`config.mk`:
```
export PLATFORM = sky130hd
export DESIGN_NAME = rcf_top
export DESIGN_NICKNAME = d
export VERILOG_FILES = /design/src/common/rcf_pkg.sv /design/src/hdl/rcf_top.sv
export SDC_FILE = /design/constraint.sdc
export NUM_CORES = 1
export LEC_CHECK = 0
export CAP_MARGIN = 15
export CORE_ASPECT_RATIO = 1.75
export CORE_MARGIN = 10
export CORE_UTILIZATION = 60
export CTS_CLUSTER_SIZE = 20
export DETAILED_ROUTE_END_ITERATION = 7
export DONT_BUFFER_PORTS = 1
export HOLD_SLACK_MARGIN = 0.08
export PLACE_DENSITY = 0.76
export SETUP_SLACK_MARGIN = 0.5
export SLEW_MARGIN = 30
export SYNTH_ARGS = -nofsm -noshare
export SYNTH_HDL_FRONTEND = slang
export SYNTH_SLANG_ARGS = --single-unit
```
`constraint.sdc`:
```
create_clock -name ref_clk -period 3.1 [get_ports ref_clk]
set_input_delay 0.465 -clock ref_clk [delete_from_list [all_inputs] [get_ports ref_clk]]
set_output_delay 0.465 -clock ref_clk [all_outputs]
set_load 0.02 [all_outputs]
```
`src/common/rcf_pkg.sv`:
```
package rcf_pkg;

  // ----------------------------------------------------------------
  // register offsets
  // ----------------------------------------------------------------
  localparam logic [3:0] RCF_OFS_BORCTL = 4'h0;
  localparam logic [3:0] RCF_OFS_LOW    = 4'h1;
  localparam logic [3:0] RCF_OFS_HIGH   = 4'h2;
  localparam logic [3:0] RCF_OFS_STAT   = 4'h3;
  localparam logic [3:0] RCF_OFS_EVT    = 4'h4;
  localparam logic [3:0] RCF_OFS_MASK   = 4'h5;

  // ----------------------------------------------------------------
  // field positions
  // ----------------------------------------------------------------
  localparam int RCF_BIT_OVF    = 7;
  localparam int RCF_BIT_UNF    = 6;
  localparam int RCF_BIT_WV     = 5;
  localparam int RCF_BIT_WDT    = 4;
  localparam int RCF_BIT_EXT    = 3;
  localparam int RCF_BIT_RI     = 2;
  localparam int RCF_BIT_POR    = 1;
  localparam int RCF_BIT_BOR    = 0;
  localparam int RCF_BIT_MEMORY_VIOLATION_FLAG   = 1;
  localparam int RCF_BIT_SOFTWARE_BROWNOUT_ENABLE = 7;
  localparam int RCF_BIT_BROWNOUT_READY = 0;
  localparam int RCF_BIT_TO     = 6;
  localparam int RCF_BIT_PD     = 5;

  // ----------------------------------------------------------------
  // reset and load values
  // ----------------------------------------------------------------
  localparam logic [7:0] RCF_LOW_POR     = 8'h3c;
  localparam logic [7:0] RCF_LOW_BOR     = 8'h3c;
  localparam logic [7:0] RCF_STAT_POR    = 8'h60;
  localparam logic [7:0] RCF_STAT_MASK   = 8'h7f;
  localparam logic [7:0] RCF_HIGH_MASK   = 8'h02;
  localparam logic [7:0] RCF_BORCTL_RST  = 8'h80;
  localparam logic [9:0] RCF_EVT_RST     = 10'h000;

  // event indices, also status and mask bit positions
  localparam int RCF_EV_POR    = 0;
  localparam int RCF_EV_BOR    = 1;
  localparam int RCF_EV_EXT    = 2;
  localparam int RCF_EV_EXTSLP = 3;
  localparam int RCF_EV_WDT    = 4;
  localparam int RCF_EV_WV     = 5;
  localparam int RCF_EV_RI     = 6;
  localparam int RCF_EV_OVF    = 7;
  localparam int RCF_EV_UNF    = 8;
  localparam int RCF_EV_MEMORY_VIOLATION_FLAG   = 9;
  localparam int RCF_NEV       = 10;

  typedef struct packed {
    logic power_on;
    logic brownout;
    logic ext_awake;
    logic ext_sleep;
    logic wdt_timeout;
    logic window_violation;
    logic reset_instr;
    logic stack_overflow;
    logic stack_underflow;
    logic memory_violation;
  } rcf_cause_s;

  typedef struct packed {
    logic [3:0] addr;
    logic [7:0] wdata;
    logic       wr;
    logic       rd;
  } rcf_bus_s;

endpackage : rcf_pkg

```
`src/hdl/rcf_top.sv`:
```
// Decided for this implementation: the plain strobed port and the register offsets.
`timescale 1ns/1ps
// Summary of operation
// RULE_01 - only the causing reset's flags change
// RULE_02 - hardware never returns flags to inactive
// RULE_03 - firmware may force flags active, no reset
// RULE_04 - power-on loads 0011110x, status -1100000, memory ok
// RULE_05 - brown-out loads 001111u0, same status image
// RULE_06 - external pin awake clears external flag only
// RULE_07 - external pin asleep also loads status -10uuuuu
// RULE_08 - watchdog timeout clears bit 4, status -0uuuuuu
// RULE_09 - closed-window watchdog clear clears bit 5
// RULE_10 - reset instruction clears bit 2 only
// RULE_11 - enabled stack overflow sets bit 7
// RULE_12 - enabled stack underflow sets bit 6
// RULE_13 - memory violation clears high register bit 1
// RULE_14 - stack flags active high, others active low
// RULE_15 - high register bits 7-2 and 0 read zero
// RULE_16 - stack resets need stack error enable
// RULE_17 - hardware update beats simultaneous firmware write
module rcf_top
  import rcf_pkg::*;
(
  input  wire logic       ref_clk,
  input  wire logic       arst_n,
  input  wire rcf_cause_s cause_in,
  input  wire logic       stack_error_reset_enable,
  input  wire logic       brownout_ready,
  input  wire rcf_bus_s   bus_in,
  output logic [7:0]      rd_data,
  output logic            reset_req,
  output logic            pc_clear,
  output logic            irq
);

  // ----------------------------------------------------------------
  // reset release and input synchronisers
  // ----------------------------------------------------------------
  logic       rst_meta_reg;
  logic       rst_n_reg;
  rcf_cause_s cause_meta_reg;
  rcf_cause_s cause_sync_reg;
  rcf_cause_s cause_prev_reg;
  logic [1:0] en_sync_reg;
  logic [1:0] rdy_sync_reg;

  always_ff @(posedge ref_clk or negedge arst_n)
  begin
    if (!arst_n)
    begin
      rst_meta_reg <= 1'b0;
      rst_n_reg    <= 1'b0;
    end
    else
    begin
      rst_meta_reg <= 1'b1;
      rst_n_reg    <= rst_meta_reg;
    end
  end

  // cause inputs are asynchronous sources; two stages before use
  always_ff @(posedge ref_clk or negedge rst_n_reg)
  begin
    if (!rst_n_reg)
    begin
      cause_meta_reg <= '0;
      cause_sync_reg <= '0;
      cause_prev_reg <= '0;
      en_sync_reg    <= 2'b00;
      rdy_sync_reg   <= 2'b00;
    end
    else
    begin
      cause_meta_reg <= cause_in;
      cause_sync_reg <= cause_meta_reg;
      cause_prev_reg <= cause_sync_reg;
      en_sync_reg    <= {en_sync_reg[0], stack_error_reset_enable};
      rdy_sync_reg   <= {rdy_sync_reg[0], brownout_ready};
    end
  end

  // ----------------------------------------------------------------
  // cause vector ordering
  // ----------------------------------------------------------------
  // the struct lists causes msb first while event indices count up from
  // bit 0; mapping by field name keeps the two orders independent
  function automatic logic [RCF_NEV-1:0] cause_vec(input rcf_cause_s c);
    logic [RCF_NEV-1:0] v;
    v                = '0;
    v[RCF_EV_POR]    = c.power_on;
    v[RCF_EV_BOR]    = c.brownout;
    v[RCF_EV_EXT]    = c.ext_awake;
    v[RCF_EV_EXTSLP] = c.ext_sleep;
    v[RCF_EV_WDT]    = c.wdt_timeout;
    v[RCF_EV_WV]     = c.window_violation;
    v[RCF_EV_RI]     = c.reset_instr;
    v[RCF_EV_OVF]    = c.stack_overflow;
    v[RCF_EV_UNF]    = c.stack_underflow;
    v[RCF_EV_MEMORY_VIOLATION_FLAG]   = c.memory_violation;
    return v;
  endfunction : cause_vec

  // ----------------------------------------------------------------
  // cause edge detection
  // ----------------------------------------------------------------
  logic [RCF_NEV-1:0] lvl_now;
  logic [RCF_NEV-1:0] lvl_prev;
  logic [RCF_NEV-1:0] ev;
  logic               stack_en;

  assign lvl_now  = cause_vec(cause_sync_reg);
  assign lvl_prev = cause_vec(cause_prev_reg);
  assign stack_en = en_sync_reg[1];

  // a held level counts once; the source must drop before it repeats
  always_comb
  begin
    ev                = lvl_now & ~lvl_prev;
    ev[RCF_EV_OVF]    = ev[RCF_EV_OVF] & stack_en; // RULE_16
    ev[RCF_EV_UNF]    = ev[RCF_EV_UNF] & stack_en; // RULE_16
  end

  // ----------------------------------------------------------------
  // register bus decode
  // ----------------------------------------------------------------
  function automatic logic hit_wr(input rcf_bus_s b, input logic [3:0] ofs);
    hit_wr = b.wr && (b.addr == ofs);
  endfunction : hit_wr

  // ----------------------------------------------------------------
  // first flag register
  // ----------------------------------------------------------------
  logic [7:0] low_reg;
  logic [7:0] low_next;

  always_comb
  begin
    low_next = low_reg;
    // firmware may write any value, forcing a flag active starts nothing
    if (hit_wr(bus_in, RCF_OFS_LOW))
      low_next = bus_in.wdata; // RULE_03
    // hardware applied after the write so it wins on the same bit
    if (ev[RCF_EV_POR])
      low_next = RCF_LOW_POR; // RULE_04
    else if (ev[RCF_EV_BOR])
      low_next = {RCF_LOW_BOR[7:2], low_next[RCF_BIT_POR], 1'b0}; // RULE_05
    else
    begin
      // only the bit of the cause moves; the rest hold // RULE_01
      if (ev[RCF_EV_EXT] || ev[RCF_EV_EXTSLP])
        low_next[RCF_BIT_EXT] = 1'b0; // RULE_06 RULE_07
      if (ev[RCF_EV_WDT])
        low_next[RCF_BIT_WDT] = 1'b0; // RULE_08
      if (ev[RCF_EV_WV])
        low_next[RCF_BIT_WV] = 1'b0; // RULE_09
      if (ev[RCF_EV_RI])
        low_next[RCF_BIT_RI] = 1'b0; // RULE_10
      if (ev[RCF_EV_OVF])
        low_next[RCF_BIT_OVF] = 1'b1; // RULE_11 RULE_14
      if (ev[RCF_EV_UNF])
        low_next[RCF_BIT_UNF] = 1'b1; // RULE_12 RULE_14
    end
  end // RULE_17

  // apart from the power-on and brown-out loads, hardware never drives a flag back to its inactive level // RULE_02
  always_ff @(posedge ref_clk or negedge rst_n_reg)
  begin
    if (!rst_n_reg)
      low_reg <= RCF_LOW_POR;
    else
      low_reg <= low_next;
  end

  // ----------------------------------------------------------------
  // second flag register
  // ----------------------------------------------------------------
  logic memory_violation_flag_reg;
  logic memory_violation_flag_next;

  // firmware value first, hardware cause last so it wins the bit
  always_comb
  begin
    memory_violation_flag_next = memory_violation_flag_reg;
    if (hit_wr(bus_in, RCF_OFS_HIGH))
      memory_violation_flag_next = bus_in.wdata[RCF_BIT_MEMORY_VIOLATION_FLAG];
    if (ev[RCF_EV_MEMORY_VIOLATION_FLAG])
      memory_violation_flag_next = 1'b0; // RULE_13 RULE_17
    else if (ev[RCF_EV_POR] || ev[RCF_EV_BOR])
      memory_violation_flag_next = 1'b1; // RULE_04
  end

  always_ff @(posedge ref_clk or negedge rst_n_reg)
  begin
    if (!rst_n_reg)
      memory_violation_flag_reg <= 1'b1;
    else
      memory_violation_flag_reg <= memory_violation_flag_next;
  end

  // ----------------------------------------------------------------
  // processor status image
  // ----------------------------------------------------------------
  logic [7:0] stat_reg;
  logic [7:0] stat_next;

  // writes go first so a reset image always lands on top of them
  always_comb
  begin
    stat_next = stat_reg;
    if (hit_wr(bus_in, RCF_OFS_STAT))
      stat_next = bus_in.wdata & RCF_STAT_MASK;
    if (ev[RCF_EV_POR] || ev[RCF_EV_BOR])
      stat_next = RCF_STAT_POR; // RULE_04 RULE_05
    else if (ev[RCF_EV_WDT])
      stat_next[RCF_BIT_TO] = 1'b0; // RULE_08
    else if (ev[RCF_EV_EXTSLP])
    begin
      stat_next[RCF_BIT_TO] = 1'b1; // RULE_07
      stat_next[RCF_BIT_PD] = 1'b0; // RULE_07
    end
  end

  always_ff @(posedge ref_clk or negedge rst_n_reg)
  begin
    if (!rst_n_reg)
      stat_reg <= RCF_STAT_POR;
    else
      stat_reg <= stat_next;
  end

  // ----------------------------------------------------------------
  // brown-out control
  // ----------------------------------------------------------------
  logic software_brownout_enable_reg;

  always_ff @(posedge ref_clk or negedge rst_n_reg)
  begin
    if (!rst_n_reg)
      software_brownout_enable_reg <= RCF_BORCTL_RST[RCF_BIT_SOFTWARE_BROWNOUT_ENABLE];
    else if (hit_wr(bus_in, RCF_OFS_BORCTL))
      software_brownout_enable_reg <= bus_in.wdata[RCF_BIT_SOFTWARE_BROWNOUT_ENABLE];
  end

  // ----------------------------------------------------------------
  // reset request and program counter restart
  // ----------------------------------------------------------------
  // firmware writes never reach this path, so forcing a flag is safe
  always_ff @(posedge ref_clk or negedge rst_n_reg)
  begin
    if (!rst_n_reg)
    begin
      reset_req <= 1'b0;
      pc_clear  <= 1'b0;
    end
    else
    begin
      reset_req <= |ev; // RULE_03 RULE_16
      pc_clear  <= |ev; // RULE_04
    end
  end

  // ----------------------------------------------------------------
  // event status and interrupt
  // ----------------------------------------------------------------
  logic [RCF_NEV-1:0] evt_reg;
  logic [RCF_NEV-1:0] evt_next;
  logic [RCF_NEV-1:0] mask_reg;
  logic [RCF_NEV-1:0] mask_next;
  logic [15:0]        wword;

  assign wword = {8'h00, bus_in.wdata};

  // set wins over a clear written in the same cycle
  always_comb
  begin
    evt_next = evt_reg;
    if (hit_wr(bus_in, RCF_OFS_EVT))
      evt_next = evt_next & ~wword[RCF_NEV-1:0];
    evt_next = evt_next | ev;
  end

  always_ff @(posedge ref_clk or negedge rst_n_reg)
  begin
    if (!rst_n_reg)
      evt_reg <= RCF_EVT_RST;
    else
      evt_reg <= evt_next;
  end

  // only the low eight events are maskable from the byte-wide bus;
  // the two upper events stay enabled once any mask is written
  always_comb
  begin
    mask_next = mask_reg;
    if (hit_wr(bus_in, RCF_OFS_MASK))
      mask_next = {2'b11, bus_in.wdata};
  end

  always_ff @(posedge ref_clk or negedge rst_n_reg)
  begin
    if (!rst_n_reg)
      mask_reg <= RCF_EVT_RST;
    else
      mask_reg <= mask_next;
  end

  always_ff @(posedge ref_clk or negedge rst_n_reg)
  begin
    if (!rst_n_reg)
      irq <= 1'b0;
    else
      irq <= |(evt_reg & mask_reg);
  end

  // ----------------------------------------------------------------
  // read data
  // ----------------------------------------------------------------
  logic [7:0] rd_next;
  logic [7:0] high_view;
  logic [7:0] borctl_view;

  // unimplemented bits are tied here so every read path agrees
  assign high_view   = {6'h00, memory_violation_flag_reg, 1'b0}; // RULE_15
  assign borctl_view = {software_brownout_enable_reg, 6'h00, rdy_sync_reg[1]};

  // the two upper events have no byte lane; they only reach irq
  always_comb
  begin
    rd_next = 8'h00;
    if (bus_in.rd)
    begin
      case (bus_in.addr)
        RCF_OFS_BORCTL: rd_next = borctl_view;
        RCF_OFS_LOW:    rd_next = low_reg;
        RCF_OFS_HIGH:   rd_next = high_view; // RULE_15
        RCF_OFS_STAT:   rd_next = stat_reg;
        RCF_OFS_EVT:    rd_next = evt_reg[7:0];
        RCF_OFS_MASK:   rd_next = mask_reg[7:0];
        default:        rd_next = 8'h00;
      endcase
    end
  end

  // data stands one cycle after the strobe and is zero otherwise
  always_ff @(posedge ref_clk or negedge rst_n_reg)
  begin
    if (!rst_n_reg)
      rd_data <= 8'h00;
    else
      rd_data <= rd_next;
  end

endmodule : rcf_top

```
=== After elaboration in Yosys (flattened, before gate mapping) ===
Index checks and enable logic that the tools add are counted.

* Flip-flop bits (word level): 83
* Bits of input ports: 28
* Output and inout bits: 11
* Logic and storage cells: 109

* Equality and inequality tests: 5
* Multiplexer cells: 23
* Bitwise logic cells: 8
* Reduce and logical (&&, ||, !) cells: 21

{| class="wikitable"
|+ Operators with widths
! operator !! number
|-
| $pmux 8 s6 || 1
|-
| $mux 8 || 4
|-
| $and 10x10->10 || 3
|-
| $reduce_bool 4->1 || 7
|-
| $reduce_or 10->1 || 2
|-
| $mux 1 || 13
|-
| $mux 10 || 1
|-
| $not 10->10 || 1
|-
| $not 8->10 || 1
|-
| $or 10x10->10 || 1
|-
| $eq 4x2->1 const B || 2
|-
| $eq 4x3->1 const B || 2
|-
| $logic_and 1x1->1 || 6
|-
| $mux 6 || 1
|-
| $reduce_bool 3->1 || 2
|-
| $mux 5 || 1
|-
| $eq 4x1->1 const B || 1
|-
| $logic_not 4->1 || 1
|-
| $mux 2 || 2
|-
| $and 1x1->1 || 2
|-
| $logic_or 1x1->1 || 2
|-
| $reduce_bool 2->1 || 1
|}

=== Depth between registers and ports, before layout ===
* Depth in word-level cells: 6
* Gate-level depth with buffers: 5
* Mapped depth without buffers: 4

=== Least setup slack after synthesis ===
OpenSTA, ideal clock, no wires.

* Path type: input -> register
* Start: in bus_in[11] in the netlist's numbering
* End: reg mask_reg[0]
* Library setup time: 0.125 ns
* Arrival: 1.278 ns
* Required time: 2.975 ns
* Path slack: 1.697 ns
* Cell stages on the path: 4
* Path buffers: 1
* Cell sequence: nor2_1 > and4_1 > buf_4 > mux2_2

* Cells in the longest elaborated chain, start to end: 2

{| class="wikitable"
|+ Ends and longest elaborated chain
! item !! RTL line !! RTL
|-
| from (decl) || rcf_top.sv:29 || <nowiki>input wire rcf_bus_s bus_in,</nowiki>
|-
| $eq 4x3->1 || rcf_top.sv:127 || <nowiki>hit_wr = b.wr && (b.addr == ofs);</nowiki>
|-
| $logic_and 1x1->1 || rcf_top.sv:127 ||
|-
| to (signal assigned) || rcf_top.sv:304 || <nowiki>mask_reg <= mask_next;</nowiki>
|-
| to (decl) || rcf_top.sv:267 || <nowiki>logic [RCF_NEV-1:0] mask_reg;</nowiki>
|}

Every way passes these cells.
A chain may end at the register's enable or synchronous reset.

=== Worst setup path after layout ===
* Start: reg cause_sync_reg[9] in the netlist's numbering
* End: reg pc_clear

* Cells in the longest elaborated chain, start to end: 2

{| class="wikitable"
|+ Ends and longest elaborated chain
! item !! RTL line !! RTL
|-
| from (decl) || rcf_top.sv:42 || <nowiki>rcf_cause_s cause_sync_reg;</nowiki>
|-
| from (signal assigned) || rcf_top.sv:75 || <nowiki>cause_sync_reg <= cause_meta_reg;</nowiki>
|-
| $and 10x10->10 || rcf_top.sv:118 || <nowiki>ev = lvl_now & ~lvl_prev;</nowiki>
|-
| $reduce_or 10->1 || rcf_top.sv:258 || <nowiki>pc_clear <= |ev;</nowiki>
|-
| to (signal assigned) || rcf_top.sv:258 ||
|-
| to (decl) || rcf_top.sv:32 || <nowiki>output logic pc_clear,</nowiki>
|}

Every way passes these cells.

==> results.sh <==
export IMPL_p_leak_nw=1.41
export IMPL_clk_pin_slew_ns=0.08
export IMPL_gp_congestion=0.903
export IMPL_crit_required_ns=3.28
export IMPL_antenna_left=0
export IMPL_seq_area_frac_synth=0.666
export IMPL_htreeDepth=3
export IMPL_min_path_type="input pin to register"
export IMPL_synth_area_um2=3100
export IMPL_dp_cells=271
export IMPL_ctsRootBufferMaster="clkbuf_8"
export IMPL_synthSimpleGateAreaFrac=0.116
export IMPL_end_kind="register"
export IMPL_path_buf_inv=0
export IMPL_wl_per_cell_um=20.2
export IMPL_critical_path_slowest_cell="nor2_1"
export IMPL_cts_tree="done"
export IMPL_antenna_found_initial=0
export IMPL_clock_sinks=82
export IMPL_cts_setup_buffers=0
export IMPL_cts_hold_buf=1
export IMPL_grt_pass1_vias=1905
export IMPL_relSlewSlack=0.598
export IMPL_yosysUniqueCellTypes=37
export IMPL_nets=258
export IMPL_report_final_hold_viol_count=0
export IMPL_synth_top_area_frac=0.598
export IMPL_drive_above_1_share=0.200
export IMPL_dp_final_hpwl_um=4140
export IMPL_netlist_top_cells_area="dfrtp_1 (60%), dfstp_2 (6.8%), mux2i_1 (4.5%)"
export IMPL_antenna_cells=0
export IMPL_synth_most_common_cell="dfrtp_1"
export IMPL_vias=1767
export IMPL_synth_top_flop_cell="dfrtp_1"
export IMPL_cpPeakStageDelay_ns=0.48
export IMPL_worst_slew_pin_slew_ns=0.601
export IMPL_netlist_instances=225
export IMPL_fp_row_count=34
export IMPL_ios=39
export IMPL_synth_edf_count=0
export IMPL_ys_seq_elements=82
export IMPL_fmax_mhz=702
export IMPL_numCtsBuffers=9
export IMPL_coreArea_um2=4980
export IMPL_cpLargestDelayFamily="simple AND/OR/NAND/NOR gates"
export IMPL_worstPathCellList="nor2b_1 > nor2_1 > nand4_1"
export IMPL_cp_start_kind="register"
export IMPL_drtPass1Iterations=6
export IMPL_synth_top_family_by_area="simple AND/OR/NAND/NOR gates"
export IMPL_synth_common_cells="dfrtp_1 (74), nand2_1 (19), mux2i_1 (14), nor2b_1 (13), nor2_1 (12)"
export IMPL_peakVddDrop_mv=0.479
export IMPL_layout_min_cycle_time_ns=1.43
export IMPL_timing_final_crit_share=0.460
export IMPL_maxCapViolations=0
export IMPL_die_y_um=115
export IMPL_fp_dieArea_um2=8550
export IMPL_path_class="register to register"
export IMPL_cts_resized=0
export IMPL_synth_fa_ha_area_frac=0
export IMPL_grt_max_degree=81
export IMPL_synth_top_cell_by_area="dfrtp_1"
export IMPL_viasPerCell=6.11
export IMPL_syn_to_final_growth_pct=7.56
export IMPL_die_w_um=74.3
export IMPL_clock_latency_ns=0.35
export IMPL_dr_first_iter_drc_count=161
export IMPL_routed_wl_um=5850
export IMPL_finClkSkew_ns=0.0103
export IMPL_tns_ns=0
export IMPL_rsz0062_at_grt="no"
export IMPL_slew_violations=0
export IMPL_powerDensity_nw_per_um2=633
export IMPL_grt_pass1_wl_um=9480
export IMPL_synth_compound_area_share=0.0949
export IMPL_start_util=0.622
export IMPL_cts_buffer_depth=2
export IMPL_synth_warnings=0
export IMPL_avgSynthCellArea_um2=13.8
export IMPL_syn_nets=253
export IMPL_power_w=0.00211
export IMPL_drc=0
export IMPL_muxShareOfSynthArea=0.0998
export IMPL_synthArstFlopShare=1.00
export IMPL_crit_fanout=8
export IMPL_status="complete, no violations"
export IMPL_overflow=0
export IMPL_setup_viol=0
export IMPL_critical_path_arrival_ns=1.60
export IMPL_port_buffers=0
export IMPL_grt_usage=0.147
export IMPL_synth_xor_area_frac=0
export IMPL_rrSetupSlack_ns=1.67
export IMPL_final_cells=289
-- path summary, 6_finish.rpt --
kind,startpoint,to,cells past startpoint
setup / recovery,cause_sync_reg[9]$_DFF_PN0_,pc_clear$_DFF_PN0_,3
hold reg to reg,rst_n_reg$_DFF_PN0_,cause_prev_reg[9]$_DFF_PN0_,0
hold / removal,cause_in[9],cause_meta_reg[9]$_DFF_PN0_,0
max in group asynchronous,rst_n_reg$_DFF_PN0_,low_reg[2]$_DFFE_PN1P_,1
min in group asynchronous,rst_n_reg$_DFF_PN0_,cause_prev_reg[9]$_DFF_PN0_,0
setup reg to reg,cause_sync_reg[9]$_DFF_PN0_,pc_clear$_DFF_PN0_,3
-- layout by cell type, fill, tap and decap left out, types with 2 or more instances in the layout --
| master | instances |
|---|---|
| nor2_1 | 12 |
| or2_2 | 3 |
| nand4_1 | 2 |
| nand3_1 | 2 |
| dfstp_2 | 8 |
| nand2_1 | 19 |
| and3_1 | 3 |
| mux4_2 | 2 |
| nor2b_1 | 13 |
| clkinvlp_4 | 2 |
| mux2_2 | 11 |
| a21oi_1 | 9 |
| clkbuf_8 | 9 |
| a22o_1 | 7 |
| a22oi_1 | 8 |
| mux2i_1 | 14 |
| a21o_1 | 7 |
| dfrtp_1 | 73 |
| o21ai_0 | 6 |
-- per-layer routing --
| layer | track usage | wire length, um |
|---|---|---|
| met5 | 0 | 0 |
| met4 | 0.0711 | 116 |
| met3 | 0.0423 | 335 |
| met2 | 0.248 | 3170 |
| met1 | 0.164 | 2230 |
-- cell type report --
cell class                      count  area (um2)
Multi-Input combinational cell    134         965
Sequential cell                    82        2070
Fill cell                         374        1650
Clock buffer                       10         128
Timing Repair Buffer                3        37.5
Tap cell                           54        67.6
Clock inverter                      6        67.6
-- report_power, final --
group          internal, W  switching, W  total (W)
logic            0.0000775     0.0000688   0.000146
registers          0.00115     0.0000550    0.00121
clock network     0.000375      0.000380   0.000755
-- cell families after synthesis --
| kind of cell | after synthesis |
|---|---|
| AOI/OAI and AO/OA | 42 |
| DFF | 82 |
| buffers and inverters | 9 |
| muxes | 27 |
| other | 1 |
| and+or+nand+nor | 64 |
-- metrics by stage --
stage | hold WS [ns] | worst slack, ns | utilization | area (um2)
after detailed placement | 0.170 | 1.35 | 0.624 | 3110
final | 0.137 | 1.67 | 0.669 | 3330
after CTS | 0.120 | 1.60 | 0.665 | 3310
after global routing | 0.111 | 1.53 | 0.669 | 3330
after floorplan | 0.169 | 0.661 | - | 3100
after global placement | 0.169 | 1.38 | 0.624 | 3110
-- worst register-to-register path: cells and delay by family (launching register included) --
family	cells	cell delay [ns]
flip-flops	1	0.38
AND/OR/NAND/NOR	3	0.88
Power figures use the tool's default switching activity.
